`config.mk`:
```
export PLATFORM = sky130hd
export DESIGN_NAME = adcm_top
export DESIGN_NICKNAME = d
export VERILOG_FILES = /design/src/hw/adcm_pkg.sv /design/src/hw/adcm_sync.sv /design/src/hw/adcm_mux.sv /design/src/hw/adcm_top.sv
export VERILOG_INCLUDE_DIRS = /design/src /design/src/hw
export SDC_FILE = /design/constraint.sdc
export NUM_CORES = 1
export LEC_CHECK = 0
export BUFFER_PORTS_ARGS = -buffer_cell sky130_fd_sc_hd__buf_2
export CAP_MARGIN = 20
export CORE_AREA = 10 10 132 134
export DETAILED_ROUTE_END_ITERATION = 10
export DIE_AREA = 0 0 142 144
export PLACE_DENSITY = 0.92
export SETUP_SLACK_MARGIN = 0.2
export SLEW_MARGIN = 20
export SYNTH_ARGS = -nofsm -noshare
export SYNTH_HDL_FRONTEND = slang
export SYNTH_HIERARCHICAL = 1
export SYNTH_SLANG_ARGS = --single-unit
```
`constraint.sdc`:
```
create_clock -name clk -period 9.8 [get_ports clk]
set_input_delay 0.49 -clock clk [delete_from_list [all_inputs] [get_ports clk]]
set_output_delay 0.49 -clock clk [all_outputs]
set_load 0.01 [all_outputs]
```
`src/hw/adcm_params.svh`:
```
// constants of the multiplexed converter serial interface block
`ifndef ADCM_PARAMS_SVH
`define ADCM_PARAMS_SVH
`define ADCM_CLK_KHZ      125000
`define ADCM_OSC_HZ       153600
`define ADCM_CLK_HZ       125000000
`define ADCM_CONV60_MS    133
`define ADCM_CONV50_MS    160
`define ADCM_SCK_DIV      8
`define ADCM_FRAME_BITS   24
`define ADCM_RES_W        23
`define ADCM_OFS_CTRL     32'h0000_0000
`define ADCM_OFS_STATUS   32'h0000_0004
`define ADCM_OFS_IRQ_STAT 32'h0000_0008
`define ADCM_OFS_IRQ_MASK 32'h0000_000c
`define ADCM_OFS_RESULT   32'h0000_0010
`define ADCM_CTRL_RESTART 0
`define ADCM_IRQ_W        4
`define ADCM_MASK_RESET   4'h0
`endif

```
`src/hw/adcm_pkg.sv`:
```
// types shared by the converter serial interface block
package adcm_pkg;
  typedef enum logic [2:0]
  {
    ST_CONVERT = 3'b001,
    ST_SLEEP   = 3'b010,
    ST_DOUT    = 3'b100
  } adcm_state_e;

  // latched ahb address phase
  typedef struct packed
  {
    logic        valid;
    logic        write;
    logic [7:0]  addr;
  } adcm_aphase_s;

  // interrupt events, bit order of the status register
  typedef struct packed
  {
    logic mux_err;
    logic abort;
    logic frame_done;
    logic conv_done;
  } adcm_evt_s;
endpackage : adcm_pkg

```
`src/hw/adcm_sync.sv`:
```
// two-flop synchronisers for asynchronous pins
`timescale 1ns/100ps
`default_nettype none
module adcm_sync
  import adcm_pkg::*;
#(
  parameter int          W    = 1,
  parameter logic [31:0] INIT = 32'h0000_0000
)
(
  // clock and reset
  input  wire logic         clk,
  input  wire logic         rst_n,
  // pins in, synchronised out
  input  wire logic [W-1:0] async_in,
  output logic      [W-1:0] sync_out
);
  logic [W-1:0] meta;

  initial
  begin
    if (W < 1 || W > 32)
      $error("adcm_sync: width out of range");
  end

  // first stage read only by the second
  genvar i;
  generate
    for (i = 0; i < W; i++)
    begin : g_bit
      always_ff @(posedge clk or negedge rst_n)
      begin
        if (!rst_n)
        begin
          meta[i]     <= INIT[i];
          sync_out[i] <= INIT[i];
        end
        else
        begin
          meta[i]     <= async_in[i];
          sync_out[i] <= meta[i];
        end
      end
    end
  endgenerate
endmodule : adcm_sync
`default_nettype wire

```
`src/hw/adcm_mux.sv`:
```
// channel selection shifter and latch
`timescale 1ns/100ps
`default_nettype none
module adcm_mux
  import adcm_pkg::*;
#(
  parameter int CH_W = 8
)
(
  // clock and reset
  input  wire logic            clk,
  input  wire logic            rst_n,
  // synchronised pin events
  input  wire logic            shift_rise,
  input  wire logic            latch_high,
  input  wire logic            latch_fall,
  input  wire logic            din,
  // selected channel enables
  output logic      [CH_W-1:0] channel_output
);
  logic [3:0] shreg;
  logic [2:0] nbits;

  initial
  begin
    if (CH_W != 8)
      $error("adcm_mux: three code bits need eight channels");
  end

  // decode of a four-bit word into channel enables
  function automatic logic [CH_W-1:0] decode(input logic [3:0] w);
    logic [CH_W-1:0] r;
    r = '0;
    if (w[3])
      r[w[2:0]] = 1'b1;
    return r;
  endfunction : decode

  // shift only while the latch select is high
  always_ff @(posedge clk or negedge rst_n)
  begin
    if (!rst_n)
    begin
      shreg <= 4'h0;
      nbits <= 3'h0;
    end
    else if (latch_fall)
    begin
      shreg <= 4'h0;
      nbits <= 3'h0;
    end
    else if (shift_rise && latch_high)
    begin
      shreg <= {shreg[2:0], din};
      if (nbits != 3'h4)
        nbits <= nbits + 3'h1;
    end
  end

  // latch on falling select; short or all-zero words keep the channel
  always_ff @(posedge clk or negedge rst_n)
  begin
    if (!rst_n)
      channel_output <= '0;
    else if (latch_fall && nbits == 3'h4 && shreg != 4'h0)
      channel_output <= decode(shreg);
  end
endmodule : adcm_mux
`default_nettype wire

```
`src/hw/adcm_top.sv`:
```
// converter serial interface with ahb-lite register access
`timescale 1ns/100ps
`default_nettype none
`include "adcm_params.svh"
module adcm_top
  import adcm_pkg::*;
#(
  parameter int CONV60_CYC = `ADCM_CONV60_MS * `ADCM_CLK_KHZ,
  parameter int CONV50_CYC = `ADCM_CONV50_MS * `ADCM_CLK_KHZ,
  parameter int OSC_DIV    = `ADCM_CLK_HZ / `ADCM_OSC_HZ
)
(
  // clock and reset
  input  wire logic                  clk,
  input  wire logic                  reset_n,
  // ahb-lite slave
  input  wire logic                  hsel,
  input  wire logic [31:0]           haddr,
  input  wire logic [1:0]            htrans,
  input  wire logic                  hwrite,
  input  wire logic [2:0]            hsize,
  input  wire logic [31:0]           hwdata,
  input  wire logic                  hready,
  output logic                       hreadyout,
  output logic      [31:0]           hrdata,
  output logic                       hresp,
  output logic                       irq,
  // converter pins
  input  wire logic                  converter_select_n,
  input  wire logic                  sck_in,
  output logic                       sck_out,
  output logic                       sck_oe,
  output logic                       sdo_out,
  output logic                       sdo_oe,
  input  wire logic                  rejection_clock_select,
  // multiplexer pins
  input  wire logic                  mux_clk,
  input  wire logic                  channel_select_latch_n,
  input  wire logic                  mux_din,
  output logic      [7:0]            channel_output,
  // modulator result
  input  wire logic [`ADCM_RES_W-1:0] conv_result
);
  ////////////////////////////////////////////////////////////////////////////
  logic        rst_q1;
  logic        rst_n;
  logic [4:0]  pin_s;
  logic        cs_n_s, sck_s, mclk_s, latch_s, din_s;
  logic        cs_n_d, sck_d, mclk_d, latch_d;
  logic        cs_fall, cs_rise, ext_rise, ext_fall;
  logic        sck_rise, sck_fall;
  adcm_state_e state;
  logic        int_mode;
  logic [1:0]  init_cnt;
  logic [31:0] conv_cnt;
  logic [15:0] osc_cnt;
  logic        osc_tick;
  logic [1:0]  sck_cnt;
  logic        gen_rise, gen_fall;
  logic [4:0]  fall_cnt;
  logic [`ADCM_FRAME_BITS-1:0] sreg;
  logic [`ADCM_RES_W-1:0] result;
  logic [7:0]  conv_channel;
  logic        start_conv;
  logic        restart;
  adcm_evt_s   evt;
  logic [`ADCM_IRQ_W-1:0] irq_stat, irq_mask;
  adcm_aphase_s ap;

  initial
  begin
    // the tick counter is sixteen bits wide
    if (OSC_DIV < 2 || OSC_DIV > 65536
        || CONV60_CYC < 1 || CONV50_CYC < 1)
      $error("adcm_top: timing parameters out of range");
  end

  // reset release through two flops
  always_ff @(posedge clk or negedge reset_n)
  begin
    if (!reset_n)
    begin
      rst_q1 <= 1'b0;
      rst_n  <= 1'b0;
    end
    else
    begin
      rst_q1 <= 1'b1;
      rst_n  <= rst_q1;
    end
  end

  ////////////////////////////////////////////////////////////////////////////
  // pins cross into clk; select and sck idle high, the rest low, matching
  // the edge detector reset so no false edge follows reset
  adcm_sync #(.W(5), .INIT(32'h0000_0018)) u_sync
  (
    .clk      (clk),
    .rst_n    (rst_n),
    .async_in ({sck_in, converter_select_n, channel_select_latch_n,
                mux_clk, mux_din}),
    .sync_out (pin_s)
  );
  assign {sck_s, cs_n_s, latch_s, mclk_s, din_s} = pin_s;

  // delayed copies for edge detection
  always_ff @(posedge clk or negedge rst_n)
  begin
    if (!rst_n)
      {cs_n_d, sck_d, mclk_d, latch_d} <= 4'hc;
    else
      {cs_n_d, sck_d, mclk_d, latch_d} <= {cs_n_s, sck_s, mclk_s, latch_s};
  end

  assign cs_fall  = cs_n_d & ~cs_n_s;
  assign cs_rise  = ~cs_n_d & cs_n_s;
  assign ext_rise = ~sck_d & sck_s;
  assign ext_fall = sck_d & ~sck_s;
  // external edges count only in external mode, pin is input there
  assign sck_rise = int_mode ? gen_rise : ext_rise;
  assign sck_fall = int_mode ? gen_fall : ext_fall;

  ////////////////////////////////////////////////////////////////////////////
  // clock mode: sampled after reset settles and on every select fall
  always_ff @(posedge clk or negedge rst_n)
  begin
    if (!rst_n)
    begin
      init_cnt <= 2'h0;
      int_mode <= 1'b1;
    end
    else
    begin
      if (init_cnt != 2'h3)
        init_cnt <= init_cnt + 2'h1;
      if (init_cnt == 2'h2 || cs_fall)
        int_mode <= sck_s;
    end
  end

  // internal oscillator tick, paces the internal serial clock
  always_ff @(posedge clk or negedge rst_n)
  begin
    if (!rst_n)
    begin
      osc_cnt  <= 16'h0000;
      osc_tick <= 1'b0;
    end
    else
    begin
      osc_tick <= (osc_cnt == 16'(OSC_DIV - 1));
      osc_cnt  <= (osc_cnt == 16'(OSC_DIV - 1)) ? 16'h0000 : osc_cnt + 16'h1;
    end
  end

  // internal serial clock, four ticks per half period
  always_ff @(posedge clk or negedge rst_n)
  begin
    if (!rst_n)
    begin
      sck_cnt  <= 2'h0;
      sck_out  <= 1'b0;
      sck_oe   <= 1'b0;
      gen_rise <= 1'b0;
      gen_fall <= 1'b0;
    end
    else
    begin
      sck_oe   <= int_mode & ~cs_n_s;
      gen_rise <= 1'b0;
      gen_fall <= 1'b0;
      if (!int_mode || cs_n_s || state == ST_CONVERT)
      begin
        sck_cnt <= 2'h0;
        sck_out <= 1'b0;
      end
      else if (osc_tick)
      begin
        sck_cnt <= sck_cnt + 2'h1;
        if (sck_cnt == 2'h3)
        begin
          sck_out  <= ~sck_out;
          gen_rise <= ~sck_out;
          gen_fall <= sck_out;
        end
      end
    end
  end

  ////////////////////////////////////////////////////////////////////////////
  assign restart    = ap.valid & ap.write & (ap.addr == `ADCM_OFS_CTRL)
                    & hwdata[`ADCM_CTRL_RESTART];
  assign start_conv = (state == ST_DOUT && cs_rise)
                    || (state == ST_DOUT && sck_fall
                        && fall_cnt == 5'(`ADCM_FRAME_BITS - 1))
                    || (state != ST_CONVERT && restart);

  // conversion, sleep and data output sequence
  always_ff @(posedge clk or negedge rst_n)
  begin
    if (!rst_n)
    begin
      state    <= ST_CONVERT;
      conv_cnt <= 32'h0000_0000;
      fall_cnt <= 5'h00;
    end
    else if (start_conv)
    begin
      state    <= ST_CONVERT;
      // rate taken per conversion, so rates never mix
      conv_cnt <= rejection_clock_select ? 32'(CONV50_CYC - 1)
                                         : 32'(CONV60_CYC - 1);
      fall_cnt <= 5'h00;
    end
    else
    begin
      unique case (state)
        ST_CONVERT:
        begin
          if (conv_cnt == 32'h0000_0000)
            state <= ST_SLEEP;
          else
            conv_cnt <= conv_cnt - 32'h1;
        end
        ST_SLEEP:
        begin
          if (sck_rise && !cs_n_s)
            state <= ST_DOUT;
        end
        ST_DOUT:
        begin
          if (sck_fall)
            fall_cnt <= fall_cnt + 5'h01;
        end
      endcase
    end
  end

  // result word loads at completion and shifts on falling edges
  always_ff @(posedge clk or negedge rst_n)
  begin
    if (!rst_n)
    begin
      sreg   <= '0;
      result <= '0;
    end
    else if (state == ST_CONVERT && conv_cnt == 32'h0000_0000 && !start_conv)
    begin
      sreg   <= {1'b0, conv_result};   // leading zero is the done flag
      result <= conv_result;
    end
    else if (state == ST_DOUT && sck_fall)
      sreg <= {sreg[`ADCM_FRAME_BITS-2:0], 1'b0};
  end

  // serial output driver
  always_ff @(posedge clk or negedge rst_n)
  begin
    if (!rst_n)
    begin
      sdo_oe  <= 1'b0;
      sdo_out <= 1'b1;
    end
    else
    begin
      sdo_oe  <= ~cs_n_s;
      sdo_out <= (state == ST_CONVERT) | sreg[`ADCM_FRAME_BITS-1];
    end
  end

  // channel in use, caught as each conversion starts
  always_ff @(posedge clk or negedge rst_n)
  begin
    if (!rst_n)
      conv_channel <= 8'h00;
    else if (start_conv)
      conv_channel <= channel_output;
  end

  ////////////////////////////////////////////////////////////////////////////
  adcm_mux #(.CH_W(8)) u_mux
  (
    .clk            (clk),
    .rst_n          (rst_n),
    .shift_rise     (~mclk_d & mclk_s),
    .latch_high     (latch_s),
    .latch_fall     (latch_d & ~latch_s),
    .din            (din_s),
    .channel_output (channel_output)
  );

  ////////////////////////////////////////////////////////////////////////////
  // events; shifting outside sleep flags a misuse
  assign evt.conv_done  = (state == ST_CONVERT) && conv_cnt == 32'h0
                          && !start_conv;
  assign evt.frame_done = (state == ST_DOUT) && sck_fall
                          && fall_cnt == 5'(`ADCM_FRAME_BITS - 1);
  assign evt.abort      = (state == ST_DOUT) && cs_rise;
  assign evt.mux_err    = ~mclk_d & mclk_s & latch_s
                          & (state != ST_SLEEP);

  // sticky status, set wins over a write-one clear
  always_ff @(posedge clk or negedge rst_n)
  begin
    if (!rst_n)
    begin
      irq_stat <= '0;
      irq_mask <= `ADCM_MASK_RESET;
      irq      <= 1'b0;
    end
    else
    begin
      if (ap.valid && ap.write && ap.addr == `ADCM_OFS_IRQ_STAT)
        irq_stat <= (irq_stat & ~hwdata[`ADCM_IRQ_W-1:0]) | evt;
      else
        irq_stat <= irq_stat | evt;
      if (ap.valid && ap.write && ap.addr == `ADCM_OFS_IRQ_MASK)
        irq_mask <= hwdata[`ADCM_IRQ_W-1:0];
      irq <= |(irq_stat & irq_mask);
    end
  end

  // ahb-lite: zero wait states, read data fetched in the address phase
  always_ff @(posedge clk or negedge rst_n)
  begin
    if (!rst_n)
    begin
      ap        <= '0;
      hrdata    <= 32'h0000_0000;
      hreadyout <= 1'b0;
      hresp     <= 1'b0;
    end
    else
    begin
      hreadyout <= 1'b1;
      hresp     <= 1'b0;
      ap.valid  <= hsel & hready & htrans[1];
      ap.write  <= hwrite;
      ap.addr   <= haddr[7:0];
      if (hsel && hready && htrans[1] && !hwrite)
      begin
        unique case (haddr[7:0])
          `ADCM_OFS_STATUS:
            hrdata <= {16'h0, conv_channel, 2'b0, sdo_out, int_mode,
                       1'b0, state};
          `ADCM_OFS_IRQ_STAT: hrdata <= {28'h0, irq_stat};
          `ADCM_OFS_IRQ_MASK: hrdata <= {28'h0, irq_mask};
          `ADCM_OFS_RESULT:   hrdata <= {9'h0, result};
          default:            hrdata <= 32'h0000_0000;
        endcase
      end
    end
  end
endmodule : adcm_top
`default_nettype wire

```
Yosys cells after proc, flatten, opt, wreduce, memory -nomap -nowiden
Index checks and enable logic that the tools add are counted.
{"block": "totals", "register_bits": 206, "output_inout_bits": 47, "input_bits": 103}
{"block": "op_classes", "n_mux": 37, "magnitude_cmp": 2, "eq_ne": 21, "reduce_logical": 44, "n_bitwise": 27, "add_sub_neg": 6}
{"op": "$mux W32", "count": 3}
{"op": "$pmux W23 S4", "count": 1}
{"op": "$mux W24", "count": 2}
{"op": "$eq A8 B4 Y1 const B", "count": 4}
{"op": "$logic_not A32 Y1", "count": 1}
{"op": "$sub A32 B1 Y32 const B", "count": 1}
{"op": "$mux W25", "count": 1}
{"op": "$mux W3", "count": 6}
{"op": "$logic_and A1 B1 Y1", "count": 17}
{"op": "$add A16 B1 Y16 const B", "count": 1}
{"op": "$eq A16 B10 Y1 const B", "count": 1}
{"op": "$mux W16", "count": 1}
{"op": "$reduce_bool A2 Y1", "count": 8}
{"op": "$mux W5", "count": 3}
{"op": "$and A1 B1 Y1", "count": 14}
{"op": "$mux W1", "count": 12}
{"op": "$mux W4", "count": 3}
{"op": "$and A4 B4 Y4", "count": 2}
{"op": "$eq A8 B3 Y1 const B", "count": 1}
{"op": "$eq A8 B5 Y1 const B", "count": 1}
{"op": "$logic_not A8 Y1", "count": 1}
{"op": "$mux W8", "count": 1}
{"op": "$or A4 B4 Y4", "count": 2}
{"op": "$reduce_and A2 Y1", "count": 4}
{"op": "26 further kinds", "count": 46}

Logic depth before layout (Yosys ltp)
Gate-level depths: netlist (run 1).
{"block": "logic_depth", "ltp_word": 11, "mapped_depth": 10}

Cells and area by module
The synthesis (run 1) kept the hierarchy.
{"mod": "adcm_top", "seq_area_each_um2": 4310.4, "cells_each": 734, "instances": 1, "area_each_um2": 7753.7}
{"mod": "adcm_mux", "seq_area_each_um2": 375.4, "cells_each": 75, "instances": 1, "area_each_um2": 705.7}
{"mod": "adcm_sync", "seq_area_each_um2": 255.2, "cells_each": 10, "instances": 1, "area_each_um2": 255.2}

Worst setup path before layout (run 1)
No wires, ideal clock.
{"block": "synth_path", "path_kind": "register to register", "from": "reg conv_cnt[6]", "to": "reg conv_cnt[2]", "path_stages_with_launch": 9, "synth_period_minus_slack_ps": 2592, "path_slack_ps": 7208, "arrival_ps": 2461, "required_time_ps": 9669, "cell_sequence": "dfrtp_1 -> or4_1 -> buf_2 -> or4_4 -> buf_6 -> o31a_1 -> buf_4 -> a2111oi_4 -> a31oi_1"}
{"block": "synth_between", "elab_chain_cells": 3}
{"element": "from (decl)", "line": "adcm_top.sv:55", "rtl": "logic [31:0] conv_cnt;"}
{"element": "from (signal assigned)", "line": "adcm_top.sv:211", "rtl": "conv_cnt <= rejection_clock_select ? 32'(CONV50_CYC - 1)"}
{"element": "from (signal assigned)", "line": "adcm_top.sv:223", "rtl": "conv_cnt <= conv_cnt - 32'h1;"}
{"element": "$logic_not A32 Y1", "line": "adcm_top.sv:220", "rtl": "if (conv_cnt == 32'h0000_0000)"}
{"element": "$ne A2 B2 Y1 (no line)"}
{"element": "$reduce_and A2 Y1 (no line)"}
No other way between the ends.
A chain may end at the register's enable or synchronous reset.

Final worst setup path (run 1)
{"block": "layout_path", "from": "reg sck_d", "to": "reg conv_channel[1]"}
{"block": "layout_between", "elab_chain_cells": 6}
{"element": "from (decl)", "line": "adcm_top.sv:49", "rtl": "logic cs_n_d, sck_d, mclk_d, latch_d;"}
{"element": "from (signal assigned)", "line": "adcm_top.sv:112", "rtl": "{cs_n_d, sck_d, mclk_d, latch_d} <= {cs_n_s, sck_s, mclk_s, latch_s};"}
{"element": "$and A1 B1 Y1", "line": "adcm_top.sv:118", "rtl": "assign ext_fall = sck_d & ~sck_s;"}
{"element": "$mux W1", "line": "adcm_top.sv:121", "rtl": "assign sck_fall = int_mode ? gen_fall : ext_fall;"}
{"element": "$logic_and A1 B1 Y1 (2 in series)", "line": "adcm_top.sv:194", "rtl": "|| (state == ST_DOUT && sck_fall"}
{"element": "$logic_or A1 B1 Y1 (2 in series)", "line": "adcm_top.sv:193", "rtl": "assign start_conv = (state == ST_DOUT && cs_rise)"}
{"element": "to (signal assigned)", "line": "adcm_top.sv:277", "rtl": "conv_channel <= channel_output;"}
{"element": "to (decl)", "line": "adcm_top.sv:63", "rtl": "logic [7:0] conv_channel;"}
No other way between the ends.

==> out/results.txt, run 1 <==
CTS tree = yes
Cell Area, Synth = 8710 sq um
Initial antenna violation count = 3
Slowest CP cell = nand2_1
Pins Over Slew Limit = 0
Vias in the first global route = 6664
Setup Viol. Count Final = 0
Sequential-to-total area share from yosys stat = 56.7%
Largest buffer count on any clock path = 2
Yosys warning count = 6
Initial Util = 58.6%
Post-Syn Instances = 819
Worst-Margin Slew = 1030 ps
Share of cells above drive strength 1 = 18.6%
Final Hold Fails = 0
Die area = 20400 sq um
# IOs = 150
PortBufs = 83
Die width = 142 um
CORE AREA = 14900 sq um
Cell chosen for the clock root = clkbuf_16
Drt total wl = 20800 um
Post-synth ARST share = 100%
Gpl congestion = 0.859
Share of the synthesized area in the top cell type = 54.0%
Element type at the critical path start = register
CP arrival = 3830 ps
CP max FO = 31
Tcrit/Tclk final = 35.7%
H-tree levels = 4
Max Cap Violations = 0
Antenna-violating nets left = 0
Post-CTS setup buffer count = 0
Residual DRC = 0
Seq cells post-synth = 197
TritonCTS buffer count = 17
Global-route wire length before repair = 33900 um
Pwr dens = 164 nW/um^2
Wire per inst = 19.1 um
FP Rows = 45
Design area = 9790 sq um
Fillers = 1096
Final #Nets = 1001
CTS Hold Bufs = 1
Total track usage = 20.6%
Worst VDD drop = 175 uV
Worst skew pair latency = 440 ps
Largest area contributor in the netlist = dfrtp_1
First DRT Iteration DRCs = 794
GRT overflow = 0
Slew HR = 31.1%
Static Leak = 4.17 nW
Clk sinks = 197
CTS-repair resized insts = 0
Fmax = 285 MHz
DP HPWL = 13600 um
CP endpoint kind = register
Area contributors post-synth = dfrtp_1, nand2_1, mux2i_1
Largest net degree at the start of global routing = 71
Area growth syn-to-layout = 12.3%
Critical path, cell by cell = or3b_2 > a21oi_4 > buf_4 > nand4_1 > nand2_1 > mux2_2
Vias/cell = 6.20
Worst Hold Class = in -> reg
CP required = 10130 ps
Fin crit period = 3500 ps
Via count = 6766
Critical Setup Path Class = reg -> reg
Clk slew on worst S/H paths = 70 ps
Reg2reg setup slack = 6300 ps
Drt first pass iters = 6
Dominant synthesized flop cell = dfrtp_1
Synthesized area per cell = 10.6 sq um
Outcome = finished, final reports clean
Placement Cell Area = 9180 sq um
Post-synth EDFFs = 0
Die Y-Extent = 144 um
RSZ-0062 raised after global routing = false
CP max stage delay = 760 ps
Post-route setup TNS = 0 ps
Final Skew = 21.4 ps
Synth cell types = 65
through the flow:
stage               hold slack, ps  std cells  util, %  total power (W)  setup WS [ps]
floorplan                      194        829        -         0.000896           3920
CTS                            141       1090     65.8          0.00161           6290
global placement               275       1056     61.7         0.000915           6420
detailed placement             277       1057     61.8         0.000918           6350
finish                         153       1092     65.9          0.00161           6300
global route                   134       1091     65.8          0.00165           6130
placed cells by master (no fill, tap or decap), drive strengths merged, types with 18 or more instances in the layout:
master / count
or4: 18
dfrtp: 188
nand2: 137
clkbuf: 23
nor4: 18
buf: 90
o21ai: 61
a21oi: 21
nand3: 39
mux2i: 27
nor2: 34
area by class of cell:
| class | instances | area, sq um | area share [%] |
|---|---|---|---|
| Sequential cell | 197 | 4940 | 50.5 |
| Tap cell | 188 | 235 | 2.40 |
| Clock inverter | 9 | 115 | 1.18 |
| Timing Repair Buffer | 91 | 485 | 4.96 |
| Clock buffer | 23 | 478 | 4.88 |
| Antenna cell | 2 | 5.00 | 0.0511 |
| Inverter | 12 | 45.0 | 0.460 |
| Multi-Input combinational cell | 570 | 3480 | 35.6 |
synth_stat cells (all sizes together) (6+ instances only):
cell,count
a21oi,21
a22oi,15
a31oi,13
buf,24
clkbuf,26
dfrtp,188
dfstp,9
ha,9
inv,12
mux2,15
mux2i,27
nand2,137
nand2b,6
nand3,39
nand4,14
nor2,34
nor2b,10
nor3,15
nor4,18
o21ai,61
o31ai,12
or2,7
or3,12
or4,18
xnor2,13
xor2,8
cell families (layout without fill, tap and decap cells):
| logic type | count (synthesis) | count (layout) | share of synthesized area, % |
|---|---|---|---|
| other | 2 | 14 | 0.0862 |
| AO/OA/AOI/OAI | 146 | 146 | 10.9 |
| AND/OR/NAND/NOR | 340 | 340 | 19.9 |
| flip-flops | 197 | 197 | 56.7 |
| XOR/XNOR | 21 | 21 | 2.11 |
| multiplexers | 42 | 42 | 5.04 |
| adder cells (fa/ha/maj) | 9 | 9 | 1.29 |
| buffers and inverters | 62 | 135 | 3.92 |
sequential cells by signal, indices dropped and copies added, names as in the netlist, 8 cells and up:
register              cells
result                   23
conv_channel              8
osc_cnt                  16
conv_cnt                 32
sreg                     24
hrdata                   23
ap                       10
u_mux/channel_output      8
routing by layer:
metal | up-vias | wire [um] | track usage [%] | part of all wire, %
met5 | - | 21 | 0 | 0.10
li1 | 3051 | - | - | -
met3 | 59 | 1570 | 5.84 | 7.6
met2 | 307 | 10300 | 33.2 | 50
met4 | 4 | 642 | 8.93 | 3.1
met1 | 3345 | 8260 | 25.3 | 40
worst max-delay path: cells and delay by family (launching register included):
kind | cells | cell delay (ps)
buffers and inverters | 1 | 430
AO/OA/AOI/OAI | 1 | 150
flip-flops | 1 | 540
AND/OR/NAND/NOR | 3 | 1830
multiplexers | 1 | 430
report_power, final:
part / internal [W] / switching, W / total, W
sequential: 0.000830 / 0.0000195 / 0.000849
clock: 0.000400 / 0.000301 / 0.000701
combinational: 0.0000213 / 0.0000339 / 0.0000552
total: 0.00125 / 0.000354 / 0.00161
path summary, 6_finish.rpt:
check	startpoint	to	cells past startpoint
min in group asynchronous	reset_n	rst_q1	2
worst min-delay path	sck_in	u_sync/meta[4]	1
worst max-delay path	sck_d	conv_channel[1]	6
worst max register to register	sck_d	conv_channel[1]	6
max in group asynchronous	rst_n	irq_stat[0]	1
worst min register to register	u_sync/meta[1]	u_sync/sync_out[1]	0
Power figures use the tool's default switching activity.
==> run 2: changes to the inputs <==
--- a/config.mk
+++ b/config.mk
@@ -8,10 +8,10 @@
 export LEC_CHECK = 0
 export BUFFER_PORTS_ARGS = -buffer_cell sky130_fd_sc_hd__buf_2
 export CAP_MARGIN = 20
-export CORE_AREA = 10 10 132 134
+export CORE_AREA = 10 10 142 144
 export DETAILED_ROUTE_END_ITERATION = 10
-export DIE_AREA = 0 0 142 144
-export PLACE_DENSITY = 0.92
+export DIE_AREA = 0 0 152 154
+export PLACE_DENSITY = 0.85
 export SETUP_SLACK_MARGIN = 0.2
 export SLEW_MARGIN = 20
 export SYNTH_ARGS = -nofsm -noshare
==> constraint.sdc (replaced) <==
create_clock -name clk -period 3 [get_ports clk]
set_input_delay 0.15 -clock clk [delete_from_list [all_inputs] [get_ports clk]]
set_output_delay 0.15 -clock clk [all_outputs]
set_load 0.01 [all_outputs]
==> run 2 against run 1 <==
Compared with the run above:
- combinational power grew to 4.3 times the previous value
- clock skew fell by 9.1 ps
- via count grew 2.1%
- global-route usage decreased by 2.5 points
- die area up 14%
- wire length is 4.1% higher
- core utilization shrank 5.3 points
- critical path depth unchanged
- sequential power rose to 3.3 times the previous value
- clock power grew to 3.5 times the previous value
- worst hold slack worse by 130 ps
- non-clock buffer count is 51 higher
- critical path type unchanged
- largest power group unchanged
==> out/results.txt, run 2 (same netlist as run 1, synthesis figures left out) <==
Final Skew = 12.3 ps
Die area = 23400 sq um
Static Leak = 4.45 nW
Final #Nets = 1052
Largest net degree at the start of global routing = 78
Critical Setup Path Class = reg -> reg
Most common cell after layout, fill and taps aside = dfrtp_1
Top delay family on crit path = simple AND/OR/NAND/NOR gates
Residual DRC = 0
Fillers = 1311
Worst skew pair latency = 450 ps
Regs by FF count = conv_cnt x32, sreg x24
Gpl congestion = 0.862
Via count = 6905
CP endpoint kind = register
# IOs = 150
Worst Hold Class = in -> reg
Pwr dens = 527 nW/um^2
Biggest register = conv_cnt
CP Buf/Inv Count = 1
Commonest cells after routing, fill and taps aside = dfrtp_1, nand2_1, buf_2
Die Y-Extent = 154 um
Fin crit period = 2680 ps
Outcome = finished, final reports clean
CORE AREA = 17200 sq um
Drt total wl = 21700 um
Final Hold Fails = 0
Critical path, cell by cell = or4_1 > buf_4 > or4_1 > nor3_1 > or4b_1 > a31oi_1
Tcrit/Tclk final = 89.4%
CP max FO = 8
Drt first pass iters = 5
Element type at the critical path start = register
Reg2reg path depth = 6
Clk slew on worst S/H paths = 80 ps
Antenna-violating nets left = 0
Global-route wire length before repair = 35100 um
Clk sinks = 197
H-tree levels = 4
Largest buffer count on any clock path = 2
Number of flip-flops in the largest register = 32
Worst-Margin Slew = 1060 ps
RSZ-0062 raised after global routing = true
Hold depth = 2
Wire per inst = 18.4 um
PortBufs = 83
# diodes = 0
Vias/cell = 5.86
Cell chosen for the clock root = clkbuf_16
CP arrival = 3050 ps
Area growth syn-to-layout = 19.4%
Pre-CTS setup slack = 241 ps
Design area = 10400 sq um
Total track usage = 18.1%
Most Frequent Cell on Critical Path = or4_1
Final core utilization = 60.6%
Slowest CP cell = or4_1
Slew HR = 29.6%
Die width = 152 um
Crit path depth = 6
Placement Cell Area = 9330 sq um
GRT overflow = 0
CTS tree = yes
TritonCTS buffer count = 17
Setup Viol. Count Final = 0
Final Worst Setup Slack = 317 ps
Initial antenna violation count = 0
Worst VDD drop = 500 uV
Fmax = 373 MHz
DP HPWL = 13700 um
FP Rows = 48
Post-route setup TNS = 0 ps
First DRT Iteration DRCs = 612
CP max stage delay = 640 ps
Share of cells above drive strength 1 = 19.5%
Max Cap Violations = 0
Pins Over Slew Limit = 0
Vias in the first global route = 6923
CP required = 3360 ps
Initial Util = 50.7%
run 2: cell types whose count changed in the layout (fill, tap and decap cells not counted), sizes merged, moves of 2 or more:
cell | previous run | this run
bufinv | 2 | 4
buf | 90 | 101
clkbuf | 23 | 18
dlygate4sd3 | 1 | 41
diode | 2 | 0
run 2: path summary, 6_finish.rpt:
path                       slack (ps)   startpoint           end
min in group asynchronous          30      reset_n         rst_n
max reg2reg                       320  conv_cnt[8]  conv_cnt[23]
min reg2reg                       280        rst_n        sck_oe
max in group asynchronous        1770        rst_n     hrdata[7]
min                                20    hwdata[0]   irq_mask[0]
max                               320  conv_cnt[8]  conv_cnt[23]
run 2: area by class of cell:
| class | instances | area, sq um | area share (%) |
|---|---|---|---|
| inverters | 12 | 45.0 | 0.433 |
| clock buffers | 18 | 439 | 4.22 |
| well taps | 225 | 282 | 2.71 |
| flip-flops and latches | 197 | 4940 | 47.5 |
| multi-input cells | 570 | 3500 | 33.6 |
| repair buffers | 142 | 998 | 9.60 |
| clock inverters | 14 | 199 | 1.91 |
run 2: timing repair:
action,in CTS,in global routing
endpoints found under the hold margin,66,0
resized for setup,0,5
setup endpoints to repair,0,34
hold buffers,41,0
setup buffers,0,0
run 2: per-stage QoR:
stage,instances,total power (W),hold WS [ps]
after detailed placement,1104,0.00300,-61.3
after global placement,1104,0.00299,-63.8
after global routing,1178,0.00564,21.8
final,1178,0.00548,18.4
after floorplan,829,0.00293,-146
after CTS,1177,0.00550,9.99
run 2: routing by layer:
layer | up-vias | global-route usage (%) | routed length [um]
met5 | - | 0 | 0
met4 | 0 | 7.20 | 492
met3 | 53 | 4.10 | 1220
met2 | 243 | 31.0 | 11100
met1 | 3469 | 21.6 | 8820
li1 | 3140 | - | -
run 2: power by group:
group / total, W / internal [W] / switching [W]
registers: 0.00277 / 0.00271 / 0.0000551
clock network: 0.00248 / 0.00143 / 0.00105
logic: 0.000235 / 0.000108 / 0.000126
total: 0.00548 / 0.00425 / 0.00123
run 2: worst reg2reg max path, cell delays in order (launching register included):
cell and delay (ps):
dfrtp_1 420, or4_1 550, buf_4 180, or4_1 640, nor3_1 210, or4b_1 450, a31oi_1 160
